`config.mk`:
```
export PLATFORM = sky130hd
export DESIGN_NAME = ttr_top
export DESIGN_NICKNAME = d
export VERILOG_FILES = /design/src/rtl/ttr_pkg.sv /design/src/rtl/ttr_tick_sel.sv /design/src/rtl/ttr_top.sv
export SDC_FILE = /design/constraint.sdc
export NUM_CORES = 1
export LEC_CHECK = 0
export BUFFER_PORTS_ARGS = -buffer_cell sky130_fd_sc_hd__buf_2
export CAP_MARGIN = 20
export CELL_PAD_IN_SITES_DETAIL_PLACEMENT = 0
export CELL_PAD_IN_SITES_GLOBAL_PLACEMENT = 1
export CORE_MARGIN = 3
export CORE_UTILIZATION = 30
export CTS_BUF_LIST = sky130_fd_sc_hd__clkbuf_4 sky130_fd_sc_hd__clkbuf_8 sky130_fd_sc_hd__clkbuf_16
export CTS_CLUSTER_DIAMETER = 200
export CTS_CLUSTER_SIZE = 24
export DETAILED_ROUTE_END_ITERATION = 7
export PLACE_DENSITY_LB_ADDON = 0.1
export SETUP_SLACK_MARGIN = 0.2
export SYNTH_ARGS = -nofsm -noshare
export SYNTH_HDL_FRONTEND = slang
export SYNTH_HIERARCHICAL = 1
export SYNTH_SLANG_ARGS = --single-unit
```
`constraint.sdc`:
```
create_clock -name mclk_in -period 2.7 [get_ports mclk_in]
set_input_delay 0.27 -clock mclk_in [delete_from_list [all_inputs] [get_ports mclk_in]]
set_output_delay 0.27 -clock mclk_in [all_outputs]
set_load 0.03 [all_outputs]
```
`src/rtl/ttr_pkg.sv`:
```
// Constants for the timer tick-rate selection block
package ttr_pkg;
    // Register map
    localparam logic [7:0] TTR_RATE_CTRL_ADDR = 8'h8e;
    localparam logic [7:0] TTR_RATE_CTRL_RST  = 8'h00;
    // Field positions in the rate control register
    localparam int TTR_T2_BIT = 5;
    localparam int TTR_T1_BIT = 4;
    localparam int TTR_T0_BIT = 3;
    // Fields that hold storage; other bits read as zero
    localparam logic [7:0] TTR_RW_MASK = 8'h38;
    // Slow rate divisor
    localparam int          TTR_DIV      = 12;
    localparam logic [3:0]  TTR_DIV_LAST = 4'(TTR_DIV - 1);
    localparam int          TTR_NUM      = 3;
endpackage

```
`src/rtl/ttr_tick_sel.sv`:
```
// One timer's increment enable selection
`timescale 1ns/1ns
module ttr_tick_sel
(
    // Clock and reset
    input  wire logic mclk_in,
    input  wire logic rst_b_in,
    // Selection
    input  wire logic full_rate_in,
    input  wire logic slow_tick_in,
    input  wire logic counter_mode_in,
    input  wire logic ext_fall_in,
    input  wire logic run_in,
    // Increment enable
    output logic      inc_en_out
);
    logic next_inc;

    always_comb
    begin
        if (!run_in)
            next_inc = 1'b0;
        else if (counter_mode_in)
            next_inc = ext_fall_in;
        else
            next_inc = full_rate_in ? 1'b1 : slow_tick_in;
    end

    always_ff @(posedge mclk_in or negedge rst_b_in)
    begin
        if (!rst_b_in)
            inc_en_out <= 1'b0;
        else
            inc_en_out <= next_inc;
    end
endmodule

```
`src/rtl/ttr_top.sv`:
```
// Timer tick-rate selection: rate control register, prescaler and per-timer enables
//
// Contract
// Register bit 5 picks Timer2 rate: 0 divides by 12, 1 every clock.
// Register bit 4 picks Timer1 rate: 0 divides by 12, 1 every clock.
// Register bit 3 picks Timer0 rate: 0 divides by 12, 1 every clock.
// Rate bit set: timer increments once on every clock.
// Rate bit clear: timer increments once per 12 clocks.
// Each timer's rate choice is independent of the others.
// All three rate bits reset to 0, divide-by-12.
// Rate applies in timer function; counter function counts pin falling edges.
// Free-running modulo-12 prescaler gives shared one-clock slow enable.
`timescale 1ns/1ns
module ttr_top
(
    // Clock and reset
    input  wire logic                          mclk_in,
    input  wire logic                          rst_b_in,
    // Special function register port
    input  wire logic [7:0]                    sfr_addr_in,
    input  wire logic [7:0]                    sfr_wdata_in,
    input  wire logic                          sfr_wr_in,
    output logic      [7:0]                    sfr_rdata_out,
    // Per-timer controls, bit i is timer i
    input  wire logic [ttr_pkg::TTR_NUM-1:0]   run_in,
    input  wire logic [ttr_pkg::TTR_NUM-1:0]   counter_mode_in,
    input  wire logic [ttr_pkg::TTR_NUM-1:0]   ext_pin_in,
    // Increment enables, bit i is timer i
    output logic      [ttr_pkg::TTR_NUM-1:0]   inc_en_out
);
    import ttr_pkg::*;

    //**********************************************************************
    // Rate control register
    //**********************************************************************
    logic [7:0] timer_tick_rate_control;
    logic       timer2_full_rate_select;
    logic       timer1_full_rate_select;
    logic       timer0_full_rate_select;

    always_ff @(posedge mclk_in or negedge rst_b_in)
    begin
        if (!rst_b_in)
            timer_tick_rate_control <= TTR_RATE_CTRL_RST;
        else if (sfr_wr_in && sfr_addr_in == TTR_RATE_CTRL_ADDR)
            timer_tick_rate_control <= sfr_wdata_in & TTR_RW_MASK;
    end

    assign timer2_full_rate_select = timer_tick_rate_control[TTR_T2_BIT];
    assign timer1_full_rate_select = timer_tick_rate_control[TTR_T1_BIT];
    assign timer0_full_rate_select = timer_tick_rate_control[TTR_T0_BIT];

    always_ff @(posedge mclk_in or negedge rst_b_in)
    begin
        if (!rst_b_in)
            sfr_rdata_out <= 8'h00;
        else if (sfr_addr_in == TTR_RATE_CTRL_ADDR)
            sfr_rdata_out <= timer_tick_rate_control;
        else
            sfr_rdata_out <= 8'h00;
    end

    a_reset_rate_zero: assert property (@(posedge mclk_in)
        $rose(rst_b_in) |-> timer_tick_rate_control == TTR_RATE_CTRL_RST)
        else $error("rate register not zero after reset");

    a_write_lands: assert property (@(posedge mclk_in) disable iff (!rst_b_in)
        sfr_wr_in && sfr_addr_in == TTR_RATE_CTRL_ADDR |=>
            timer_tick_rate_control == ($past(sfr_wdata_in) & TTR_RW_MASK))
        else $error("rate register write did not land");

    a_hold_no_write: assert property (@(posedge mclk_in) disable iff (!rst_b_in)
        !(sfr_wr_in && sfr_addr_in == TTR_RATE_CTRL_ADDR) |=> $stable(timer_tick_rate_control))
        else $error("rate register changed without a write");

    a_unused_bits_zero: assert property (@(posedge mclk_in) disable iff (!rst_b_in)
        (timer_tick_rate_control & ~TTR_RW_MASK) == 8'h00)
        else $error("unimplemented rate register bits are set");

    a_read_answer: assert property (@(posedge mclk_in) disable iff (!rst_b_in)
        1'b1 |=> sfr_rdata_out == (($past(sfr_addr_in) == TTR_RATE_CTRL_ADDR) ?
                                   $past(timer_tick_rate_control) : 8'h00))
        else $error("read data does not follow the addressed register");

    //**********************************************************************
    // Modulo-12 prescaler
    //**********************************************************************
    logic [3:0] presc;
    logic       slow_tick;

    always_ff @(posedge mclk_in or negedge rst_b_in)
    begin
        if (!rst_b_in)
            presc <= 4'h0;
        else if (presc == TTR_DIV_LAST)
            presc <= 4'h0;
        else
            presc <= presc + 4'h1;
    end

    assign slow_tick = (presc == TTR_DIV_LAST);

    a_presc_period: assert property (@(posedge mclk_in) disable iff (!rst_b_in)
        slow_tick |=> !slow_tick [*8] ##1 !slow_tick ##1 !slow_tick ##1 !slow_tick ##1 slow_tick)
        else $error("slow tick period is not twelve");

    a_presc_range: assert property (@(posedge mclk_in) disable iff (!rst_b_in)
        presc <= TTR_DIV_LAST)
        else $error("prescaler count out of range");

    //**********************************************************************
    // External pin synchronisers and falling-edge detect
    //**********************************************************************
    logic [TTR_NUM-1:0] pin_s1;
    logic [TTR_NUM-1:0] pin_s2;
    logic [TTR_NUM-1:0] pin_s3;
    logic [TTR_NUM-1:0] pin_fall;

    always_ff @(posedge mclk_in or negedge rst_b_in)
    begin
        if (!rst_b_in)
        begin
            pin_s1 <= '0;
            pin_s2 <= '0;
            pin_s3 <= '0;
        end
        else
        begin
            pin_s1 <= ext_pin_in;
            pin_s2 <= pin_s1;
            pin_s3 <= pin_s2;
        end
    end

    assign pin_fall = pin_s3 & ~pin_s2;

    a_pin_fall_single: assert property (@(posedge mclk_in) disable iff (!rst_b_in)
        (pin_fall & $past(pin_fall)) == '0)
        else $error("pin fall detect wider than one clock");

    //**********************************************************************
    // Per-timer enable selection
    //**********************************************************************
    logic [TTR_NUM-1:0] full_rate;

    assign full_rate = {timer2_full_rate_select, timer1_full_rate_select, timer0_full_rate_select};

    genvar gi;
    generate
        for (gi = 0; gi < TTR_NUM; gi++)
        begin : g_sel
            ttr_tick_sel u_sel
            (
                .mclk_in         (mclk_in),
                .rst_b_in        (rst_b_in),
                .full_rate_in    (full_rate[gi]),
                .slow_tick_in    (slow_tick),
                .counter_mode_in (counter_mode_in[gi]),
                .ext_fall_in     (pin_fall[gi]),
                .run_in          (run_in[gi]),
                .inc_en_out      (inc_en_out[gi])
            );
        end
    endgenerate

    //**********************************************************************
    // Per-timer enable checks
    //**********************************************************************
    a_reset_outputs_zero: assert property (@(posedge mclk_in)
        $rose(rst_b_in) |-> inc_en_out == '0 && sfr_rdata_out == 8'h00 && presc == 4'h0)
        else $error("outputs or prescaler not cleared by reset");

    a_t0_full_rate: assert property (@(posedge mclk_in) disable iff (!rst_b_in)
        run_in[0] && !counter_mode_in[0] && timer0_full_rate_select |=> inc_en_out[0])
        else $error("timer0 full rate enable missing");

    a_t1_full_rate: assert property (@(posedge mclk_in) disable iff (!rst_b_in)
        run_in[1] && !counter_mode_in[1] && timer1_full_rate_select |=> inc_en_out[1])
        else $error("timer1 full rate enable missing");

    a_t2_full_rate: assert property (@(posedge mclk_in) disable iff (!rst_b_in)
        run_in[2] && !counter_mode_in[2] && timer2_full_rate_select |=> inc_en_out[2])
        else $error("timer2 full rate enable missing");

    a_slow_rate_t0: assert property (@(posedge mclk_in) disable iff (!rst_b_in)
        run_in[0] && !counter_mode_in[0] && !timer0_full_rate_select |=> inc_en_out[0] == $past(slow_tick))
        else $error("timer0 slow enable not tied to prescaler");

    a_slow_rate_t1: assert property (@(posedge mclk_in) disable iff (!rst_b_in)
        run_in[1] && !counter_mode_in[1] && !timer1_full_rate_select |=> inc_en_out[1] == $past(slow_tick))
        else $error("timer1 slow enable not tied to prescaler");

    a_slow_rate_t2: assert property (@(posedge mclk_in) disable iff (!rst_b_in)
        run_in[2] && !counter_mode_in[2] && !timer2_full_rate_select |=> inc_en_out[2] == $past(slow_tick))
        else $error("timer2 slow enable not tied to prescaler");

    a_slow_no_pair: assert property (@(posedge mclk_in) disable iff (!rst_b_in)
        (run_in[1] && !counter_mode_in[1] && !timer1_full_rate_select) [*2] |=>
            !(inc_en_out[1] && $past(inc_en_out[1])))
        else $error("timer1 slow enable on two clocks in a row");

    a_counter_mode: assert property (@(posedge mclk_in) disable iff (!rst_b_in)
        run_in[1] && counter_mode_in[1] |=> inc_en_out[1] == $past(pin_fall[1]))
        else $error("counter mode does not follow pin falls");

    a_counter_mode_t0: assert property (@(posedge mclk_in) disable iff (!rst_b_in)
        run_in[0] && counter_mode_in[0] |=> inc_en_out[0] == $past(pin_fall[0]))
        else $error("timer0 counter mode does not follow pin falls");

    a_run_off_quiet: assert property (@(posedge mclk_in) disable iff (!rst_b_in)
        1'b1 |=> (inc_en_out & ~$past(run_in)) == '0)
        else $error("enable raised for a stopped timer");

    a_full_every_clk: assert property (@(posedge mclk_in) disable iff (!rst_b_in)
        (run_in[0] && !counter_mode_in[0] && timer0_full_rate_select) [*3] |=> inc_en_out[0] && $past(inc_en_out[0]))
        else $error("timer0 full rate not every clock");

    a_t1_every_clk: assert property (@(posedge mclk_in) disable iff (!rst_b_in)
        (run_in[1] && !counter_mode_in[1] && timer1_full_rate_select) [*3] |=> inc_en_out[1] && $past(inc_en_out[1]))
        else $error("timer1 full rate not every clock");

    a_t2_every_clk: assert property (@(posedge mclk_in) disable iff (!rst_b_in)
        (run_in[2] && !counter_mode_in[2] && timer2_full_rate_select) [*3] |=> inc_en_out[2] && $past(inc_en_out[2]))
        else $error("timer2 full rate not every clock");
endmodule

```
==> flow_summary_export.csv, run 1 <==
group,metric,value,unit
placement,hpwl,1.035,mm
clock_tree,cts_tree,"done",
grt,grt_max_degree,23,
power_and_ir_drop,power,0.0005685,W
power_and_ir_drop,p_per_area,555.4,nW/um^2
detailed_routing,drtAntennaViolNets,0,
grt,met2_usage,12.12,%
timing,skew,0.005921,ns
synthesis,syn_area,822.0,um^2
clock_tree,ctsResizeCount,0,
placement,place_inst,116,
synthesis,synth_warnings,6,
detailed_routing,routedWlPerCell,10.95,um
power_and_ir_drop,p_leak,0.5354,nW
timing,post-route-min-period,1.280,ns
detailed_routing,vias,508,
die,die_w,58.35,um
grt,grt_pass1_vias,435,
clock_tree,cts_buffer_depth,2,
timing,fmax,0.7811,GHz
die,die_area,3404,um^2
synthesis,syn_avg_cell_area,13.93,um^2
synthesis,syn_inst,59,
die,top_level_ports,39,
layout,post_route_cells_drive_above_1_share,40.66,%
timing,rsz0062_at_grt,"no",
synthesis,synth_cell_type_count,18,
grt,antenna_found_initial,0,
placement,place_congestion,0.6219,
grt,grt.busiest_layer,"met2",
detailed_routing,drc,0,
layout,finish.utilization,40.22,%
layout,diodes,0,
power_and_ir_drop,ir_drop,294.6,uV
grt,grt_pass1_wl,1.987,mm
worst_hold_path,min_path_type,"input pin to flop",
worst_setup_path,required,2.89,ns
worst_setup_path,worstPathArrival,1.47,ns
die,initial_core_util,32.30,%
grt,grt_util_met1,9.705,%
layout,layout.nets,121,
timing,period_share,47.42,%
grt,gr-total-overflow,0,
grt,gr-usage-met3,3.947,%
worst_setup_path,crit_fanout,4,
clock_tree,cts_made_buffers,3,
status,status,"complete, no violations",
detailed_routing,drt_iter0_markers,4,
clock_tree,postCtsSetupBuffers,0,
timing,setup_viol,0,
die,fp-row-count,18,
synthesis,ys_seq_area_share,66.97,%
detailed_routing,drt-total-wl,1.325,mm
timing,finalHoldViolCount,0,
die,fp.coreArea,2545,um^2
timing,setup-tns-final,0,ns
synthesis,ys_ff_latch,22,
clock_tree,cts.sinks,22,
placement,place.port_buffers,28,
detailed_routing,drtPass1Iterations,4,
grt,grt.total_usage,7.828,%
layout,syn_to_final_growth,24.51,%
die,die-height,58.35,um
worst_setup_path,endpoint_kind,"flop",
clock_tree,cts_root_buf,"clkbuf_4",
clock_tree,clk_latency,0.30,ns
timing,slew_violations,0,
worst_setup_path,worstSetupPathType,"flop to flop",
clock_tree,h-tree-depth,1,
run,maxCapViolations,0,
worst_setup_path,start_kind,"flop",
detailed_routing,avgViaCountPerCell,4.198,
layout,instances_no_fill,121,
clock_tree,clkSlewWorstSetupHoldPaths,0.11,ns
==> cell type report <==
cell class                      count  area, um^2
Clock buffer                        4       36.28
Fill cell                         271        1521
Inverter                            2       8.758
Multi-Input combinational cell     34       240.2
Sequential cell                    22       550.5
Tap cell                           30       37.54
Timing Repair Buffer               29       150.1
==> Yosys cell counts <==
cell         n  area (um^2)
o21ai_0      2        10.01
nor3_1       1        5.000
inv_1        1        3.750
conb_1       1        3.750
mux2_4       3        45.04
nor2b_1      3        18.77
dfrtp_1     22        550.5
ha_1         1        12.51
nor2_1       2        7.510
or2_1        1        6.260
and2_1       3        18.77
nand4b_1     1        8.760
nand2b_1     6        37.54
clkinvlp_2   1        5.000
nand3_1      2        10.01
buf_4        5        37.54
o311a_1      3        30.03
or4_4        1        11.26
==> critical path, cell delays in order, from the launching register on <==
cell      delay [ns]
dfrtp_1         0.42
ha_1            0.21
nand2b_1        0.11
nor2_1          0.10
o311a_1         0.34
==> final timing paths <==
path                                     start                                  end  slack, ns  cells past startpoint
max                         presc[0]$_DFF_PN0_  g_sel[1].u_sel/inc_en_out$_DFF_PN0_       1.42                      4
min                              ext_pin_in[1]                  pin_s1[1]$_DFF_PN0_       0.07                      1
max reg2reg                 presc[0]$_DFF_PN0_  g_sel[1].u_sel/inc_en_out$_DFF_PN0_       1.42                      4
min reg2reg                pin_s1[0]$_DFF_PN0_                  pin_s2[0]$_DFF_PN0_       0.36                      0
max in group asynchronous             rst_b_in                   presc[2]$_DFF_PN0_       1.92                      2
min in group asynchronous             rst_b_in  g_sel[1].u_sel/inc_en_out$_DFF_PN0_       0.46                      2
==> per-layer routing <==
metal  up-vias  share of wire, %
met5         -                 0
li1        254                 -
met3         2               5.8
met4         0              0.91
met2        14                48
met1       238                45
==> state kept, by name (all words and copies together) (netlist names) <==
register                 count
pin_s1                       3
timer_tick_rate_control      3
presc                        4
pin_s3                       3
sfr_rdata_out                3
pin_s2                       3
g_sel.u_sel/inc_en_out       3
==> power breakdown <==
group          leakage, nW  internal (W)  switching, W
clock network       0.0210     0.0000822     0.0000903
registers            0.280      0.000341    0.00000424
logic                0.235     0.0000221     0.0000291
total                0.535      0.000445      0.000124
==> metrics by stage <==
stage                     setup slack, ns  hold WS [ns]  instance area, um^2
final                               1.420       0.06690                 1023
after global routing                1.378       0.03909                 1023
after CTS                           1.417       0.05274                 1023
after floorplan                     1.266      -0.02559                837.1
after detailed placement            1.138        0.2664                977.2
after global placement              1.141        0.2622                977.2
==> cells in the final DEF, fill, tap and decap left out <==
cell type | netlist | final
buf_2 | 0 | 28
dfrtp_1 | 22 | 22
nand2b_1 | 6 | 6
conb_1 | 1 | 5
nor2b_1 | 3 | 3
and2_1 | 3 | 3
mux2_4 | 3 | 3
clkbuf_4 | 0 | 3
o311a_1 | 3 | 3
nor2_1 | 2 | 2
o21ai_0 | 2 | 2
nand3_1 | 2 | 2
inv_1 | 1 | 1
or2_1 | 1 | 1
nand4b_1 | 1 | 1
nor3_1 | 1 | 1
clkinvlp_2 | 1 | 1
or4_4 | 1 | 1
ha_1 | 1 | 1
clkbuf_8 | 0 | 1
dlygate4sd3_1 | 0 | 1
==> cell families after synthesis <==
kind of cell    share of synthesized area (%)
simple gates                            15.07
fa+ha+maj                               1.522
flops                                   66.97
buf+inv                                 5.631
mux                                     5.479
compound gates                          4.871
other cells                            0.4562
==> repair_timing <==
item / 4_1_cts / 5_1_grt
endpoints found under the setup margin: 0 / 0
endpoints found under the hold margin: 22 / 0
hold buffers: 1 / 0
Note: power is estimated with default switching activity, not from simulation.
==> run 2, diff against run 1 <==
Clock period 2.7 ns to 1.1 ns, I/O delays scaled along.
==> run 2 against run 1 <==
Clock-buffer cell count unchanged. Critical endpoint is now g_sel[2].u_sel/inc_en_out$_DFF_PN0_. First-iteration DRC count down 75%. Sequential power up 150%. The flow now finishes with violations (setup timing).
==> flow_summary_export.csv, run 2 (same netlist as run 1, synthesis figures left out) <==
group,metric,value,unit
worst_setup_path,rr_worst_depth,4,
detailed_routing,vias,557,
placement,place_inst,119,
worst_setup_path,endpoint_kind,"flop",
worst_setup_path,cp_slowest_stage_delay,0.43,ns
worst_setup_path,crit_slowest_cell,"dfrtp_1",
run,maxCapViolations,0,
grt,gr-total-overflow,0,
detailed_routing,drt_iter0_markers,1,
clock_tree,cts.sinks,22,
worst_hold_path,min_path_type,"input pin to flop",
detailed_routing,drtAntennaViolNets,0,
detailed_routing,routedWlPerCell,11.57,um
placement,dp_slack,-0.3055,ns
clock_tree,h-tree-depth,1,
grt,grt_max_degree,23,
timing,setup_slack,-0.03897,ns
clock_tree,clk_latency,0.29,ns
clock_tree,cts_root_buf,"clkbuf_4",
layout,regMostFlops,"presc",
layout,final_common_cell,"dfrtp_1",
timing,period_share,103.5,%
timing,finalHoldViolCount,0,
timing,setup-tns-final,-0.1029,ns
grt,grt.total_usage,9.833,%
detailed_routing,avgViaCountPerCell,4.318,
worst_setup_path,required,1.29,ns
die,initial_core_util,32.30,%
timing,fmax,0.8780,GHz
die,die-height,58.35,um
worst_setup_path,worstPathArrival,1.33,ns
worst_setup_path,worstSetupPathType,"flop to flop",
power_and_ir_drop,power,0.001414,W
layout,post_route_cells_drive_above_1_share,47.47,%
power_and_ir_drop,p_per_area,1200,nW/um^2
layout,syn_to_final_growth,43.38,%
die,fp-row-count,18,
die,die_w,58.35,um
worst_setup_path,start_kind,"flop",
power_and_ir_drop,p_leak,0.5844,nW
worst_setup_path,crit_fanout,4,
layout,final_cell_mix,"dfrtp_1, buf_2, buf_6, nand2b_1, conb_1",
clock_tree,cts_buffer_depth,2,
clock_tree,cts_made_buffers,3,
status,status,"complete, but fails checks",
detailed_routing,drc,0,
timing,post-route-min-period,1.139,ns
clock_tree,cts_tree,"done",
layout,largest_reg_flops,4,
timing,slew_violations,0,
power_and_ir_drop,ir_drop,928.2,uV
grt,grt_pass1_vias,572,
worst_setup_path,crit_chain,"ha_4 > nand2b_4 > nor2_4 > o311a_1",
status,violations,"setup timing",
detailed_routing,drtPass1Iterations,2,
timing,rsz0062_at_grt,"yes",
detailed_routing,drt-total-wl,1.492,mm
timing,skew,0.001035,ns
layout,layout.nets,129,
worst_hold_path,hold_depth,2,
layout,instances_no_fill,129,
placement,place.port_buffers,28,
die,fp.coreArea,2545,um^2
layout,diodes,0,
die,die_area,3404,um^2
die,top_level_ports,39,
timing,setup_viol,3,
placement,hpwl,1.126,mm
placement,place_congestion,0.6810,
grt,antenna_found_initial,0,
grt,grt_pass1_wl,2.463,mm
clock_tree,clkSlewWorstSetupHoldPaths,0.11,ns
-- run 2: changes by cell type in the layout (fill, tap and decap cells not counted), moves of 3 or more --
cell	before	now
buf_4	0	3
buf_6	0	9
dlygate4sd3_1	1	4
buf_2	28	21
-- run 2: final cells by class --
type	count	area [um^2]
clock buffers	4	36.28
well taps	30	37.54
flip-flops and latches	22	550.5
repair buffers	37	269.0
multi-input cells	34	276.5
inverters	2	8.758
fillers	244	1366
-- run 2: worst max-delay path, delay by kind of cell, from the launching register on --
family	cells	cell delay, ns
compound gates	1	0.29
flops	1	0.43
fa+ha+maj	1	0.18
simple gates	2	0.13
-- run 2: final timing paths --
kind | from | end | slack (ns)
setup / recovery | presc[0]$_DFF_PN0_ | g_sel[2].u_sel/inc_en_out$_DFF_PN0_ | -0.04
hold reg to reg | pin_s1[0]$_DFF_PN0_ | pin_s2[0]$_DFF_PN0_ | 0.36
max in group asynchronous | rst_b_in | g_sel[0].u_sel/inc_en_out$_DFF_PN0_ | 0.49
min in group asynchronous | rst_b_in | timer_tick_rate_control[3]$_DFFE_PN0P_ | 0.29
setup reg to reg | presc[0]$_DFF_PN0_ | g_sel[2].u_sel/inc_en_out$_DFF_PN0_ | -0.04
hold / removal | run_in[0] | g_sel[0].u_sel/inc_en_out$_DFF_PN0_ | 0.03
-- run 2: where the power goes --
| part | switching (W) | internal [W] | leakage, nW |
|---|---|---|---|
| clock network | 0.000215 | 0.000202 | 0.0210 |
| registers | 0.0000130 | 0.000836 | 0.280 |
| logic | 0.0000746 | 0.0000741 | 0.284 |
-- run 2: metrics by stage --
step	hold WS [ns]	util, %	area [um^2]
after floorplan	-0.1856	-	842.1
after global placement	0.09312	39.48	1005
after detailed placement	0.09347	39.48	1005
after CTS	0.02119	45.28	1152
after global routing	0.004296	46.31	1179
final	0.03254	46.31	1179
-- run 2: repair_timing --
action	4_1_cts	5_1_grt
setup buffers	2	0
pin swaps	0	1
resized for setup	15	6
hold buffers	4	0
endpoints found under the setup margin	15	15
endpoints found under the hold margin	25	0
-- run 2: layer usage --
metal	wire, um	GRT usage [%]
met3	71	4.167
met4	13	2.980
met5	0	0
met1	635	11.30
met2	770	16.59
==> run 3, diff against run 2 <==
Settings changed: CELL_PAD_IN_SITES_DETAIL_PLACEMENT 0 to not set, CELL_PAD_IN_SITES_GLOBAL_PLACEMENT 1 to not set, PLACE_DENSITY_LB_ADDON 0.1 to not set.
==> run 3 against run 2 <==
The run still ends with setup timing left. First-iteration DRC count grew to 4.0 times the previous value. Total power is 13% higher. Clock power is 45% higher. Combinational power hardly changed. Wire length is 1.7% higher. Sequential power hardly changed. Utilization is 0.098 points higher. Highest routed layer unchanged.
==> flow_summary_export.csv, run 3 (same netlist as run 1, synthesis figures left out) <==
group,metric,value,unit
worst_hold_path,hold_depth,2,
run,maxCapViolations,0,
layout,post_route_cells_drive_above_1_share,44.44,%
clock_tree,cts_made_buffers,3,
worst_setup_path,r2r_start,"presc[1]$_DFF_PN0_",
layout,regMostFlops,"presc",
grt,grt_max_degree,23,
placement,dp_slack,-0.3035,ns
clock_tree,h-tree-depth,1,
status,violations,"setup timing",
timing,setup_slack,-0.02872,ns
power_and_ir_drop,p_clk_share,37.5,%
clock_tree,cts_root_buf,"clkbuf_4",
timing,setup_viol,3,
detailed_routing,drt_iter0_markers,4,
layout,instances_no_fill,129,
power_and_ir_drop,p_comb_share,9.5,%
clock_tree,clkSlewWorstSetupHoldPaths,0.12,ns
clock_tree,cts_buffer_depth,2,
timing,rsz0062_at_grt,"yes",
clock_tree,clk_latency,0.30,ns
power_and_ir_drop,intPower,0.001281,W
worst_setup_path,required,1.30,ns
worst_hold_path,min-delay-start,"run_in[0]",
worst_hold_path,min_path_type,"input pin to flop",
worst_setup_path,regToRegSetupSlack,-0.03,ns
grt,antenna_found_initial,0,
status,status,"complete, but fails checks",
layout,syn_to_final_growth,43.68,%
grt,grt.total_usage,9.921,%
worst_setup_path,worstSetupPathType,"flop to flop",
grt,grt_pass1_wl,2.525,mm
power_and_ir_drop,sw_frac_of_total,20.08,%
detailed_routing,routedWlPerCell,11.77,um
worst_setup_path,timing.critical_path.buf_inv,0,
detailed_routing,drc,0,
layout,layout.nets,129,
layout,final_common_cell,"dfrtp_1",
power_and_ir_drop,ir_drop,962.8,uV
clock_tree,cts_tree,"done",
worst_setup_path,crit_fanout,4,
timing,fmax,0.8860,GHz
power_and_ir_drop,p_per_area,1357,nW/um^2
placement,hpwl,1.142,mm
detailed_routing,avgViaCountPerCell,4.450,
placement,place.port_buffers,28,
power_and_ir_drop,p_sw,0.0003219,W
worst_setup_path,crit_family,"flip-flops",
detailed_routing,drtAntennaViolNets,0,
timing,skew,0.001911,ns
worst_setup_path,crit_slowest_cell,"dfrtp_1",
detailed_routing,vias,574,
die,fp-row-count,18,
layout,largest_reg_flops,4,
die,die_area,3404,um^2
worst_setup_path,cp.depth,4,
worst_setup_path,r2r_end,"g_sel[0].u_sel/inc_en_out$_DFF_PN0_",
timing,period_share,102.6,%
timing,hold_ws,0.02801,ns
worst_setup_path,worstPathArrival,1.33,ns
power_and_ir_drop,p_seq_share,53.0,%
timing,finalHoldViolCount,0,
worst_setup_path,endpoint_kind,"flop",
timing,slew_violations,0,
timing,setup-tns-final,-0.08177,ns
worst_setup_path,cp_slowest_stage_delay,0.43,ns
die,initial_core_util,32.30,%
timing,post-route-min-period,1.129,ns
placement,place_congestion,0.6325,
worst_setup_path,start_kind,"flop",
grt,gr-total-overflow,0,
die,top_level_ports,39,
detailed_routing,drt-total-wl,1.518,mm
layout,final_cell_mix,"dfrtp_1, buf_2, buf_6",
worst_hold_path,worstHoldEndpoint,"g_sel[0].u_sel/inc_en_out$_DFF_PN0_",
power_and_ir_drop,p_leak,0.5851,nW
die,die_w,58.35,um
worst_setup_path,rr_worst_depth,4,
grt,grt_pass1_vias,617,
die,die-height,58.35,um
die,fp.coreArea,2545,um^2
placement,place_inst,118,
layout,diodes,0,
clock_tree,cts.sinks,22,
worst_setup_path,crit_chain,"ha_4 > nand2b_4 > nor2_4 > o311a_1",
power_and_ir_drop,power,0.001603,W
detailed_routing,drtPass1Iterations,4,
-- run 3: metrics by stage --
stage | utilization [%] | area, um^2
5_1_grt | 46.41 | 1181
4_1_cts | 46.02 | 1171
6_report | 46.41 | 1181
3_3_place_gp | 39.18 | 997.2
2_1_floorplan | - | 842.1
3_5_place_dp | 39.18 | 997.2
-- run 3: power groups by stage --
stage,sequential [W],clock [W],combinational (W)
2_1_floorplan,0.000873,0,0.0000632
4_1_cts,0.000850,0.000621,0.000151
3_5_place_dp,0.000864,0,0.000129
3_3_place_gp,0.000863,0,0.000125
6_report,0.000849,0.000602,0.000152
5_1_grt,0.000853,0.000663,0.000167
-- run 3: how the worst max path moves through the flow --
stage	end	slack (ns)	from
after floorplan	timer_tick_rate_control[3]$_DFFE_PN0P_	-0.17	sfr_addr_in[5]
after global placement	timer_tick_rate_control[5]$_DFFE_PN0P_	-0.29	sfr_addr_in[5]
after detailed placement	timer_tick_rate_control[5]$_DFFE_PN0P_	-0.30	sfr_addr_in[5]
after CTS	g_sel[0].u_sel/inc_en_out$_DFF_PN0_	-0.03	presc[0]$_DFF_PN0_
after global routing	g_sel[0].u_sel/inc_en_out$_DFF_PN0_	-0.06	presc[1]$_DFF_PN0_
final	g_sel[0].u_sel/inc_en_out$_DFF_PN0_	-0.03	presc[1]$_DFF_PN0_
-- run 3: worst reg2reg max path, stage by stage (launching register included) --
cell and delay (ns):
dfrtp_1 0.43, ha_4 0.18, nand2b_4 0.07, nor2_4 0.05
o311a_1 0.29
-- run 3: layer usage --
metal	global-route usage (%)	vias to the layer above	routed length, um
met5	0	-	0
met3	4.167	5	97
met4	3.974	0	21
li1	-	269	-
met2	17.38	22	780
met1	10.44	278	619
-- run 3: final cells by class --
cell class	count	area, um^2
clock buffer	3	22.52
tap	30	37.54
clock inverter	1	30.03
sequential	22	550.5
timing repair buffer	37	264.0
inverter	2	8.758
multi-input combinational	34	267.8
fill	238	1364
-- run 3: what timing repair did --
action,4_1_cts,5_1_grt
setup endpoints to repair,14,15
pin swaps,1,1
hold buffers,4,1
buffers inserted,2,0
resized for setup,16,0
endpoints found under the hold margin,25,1
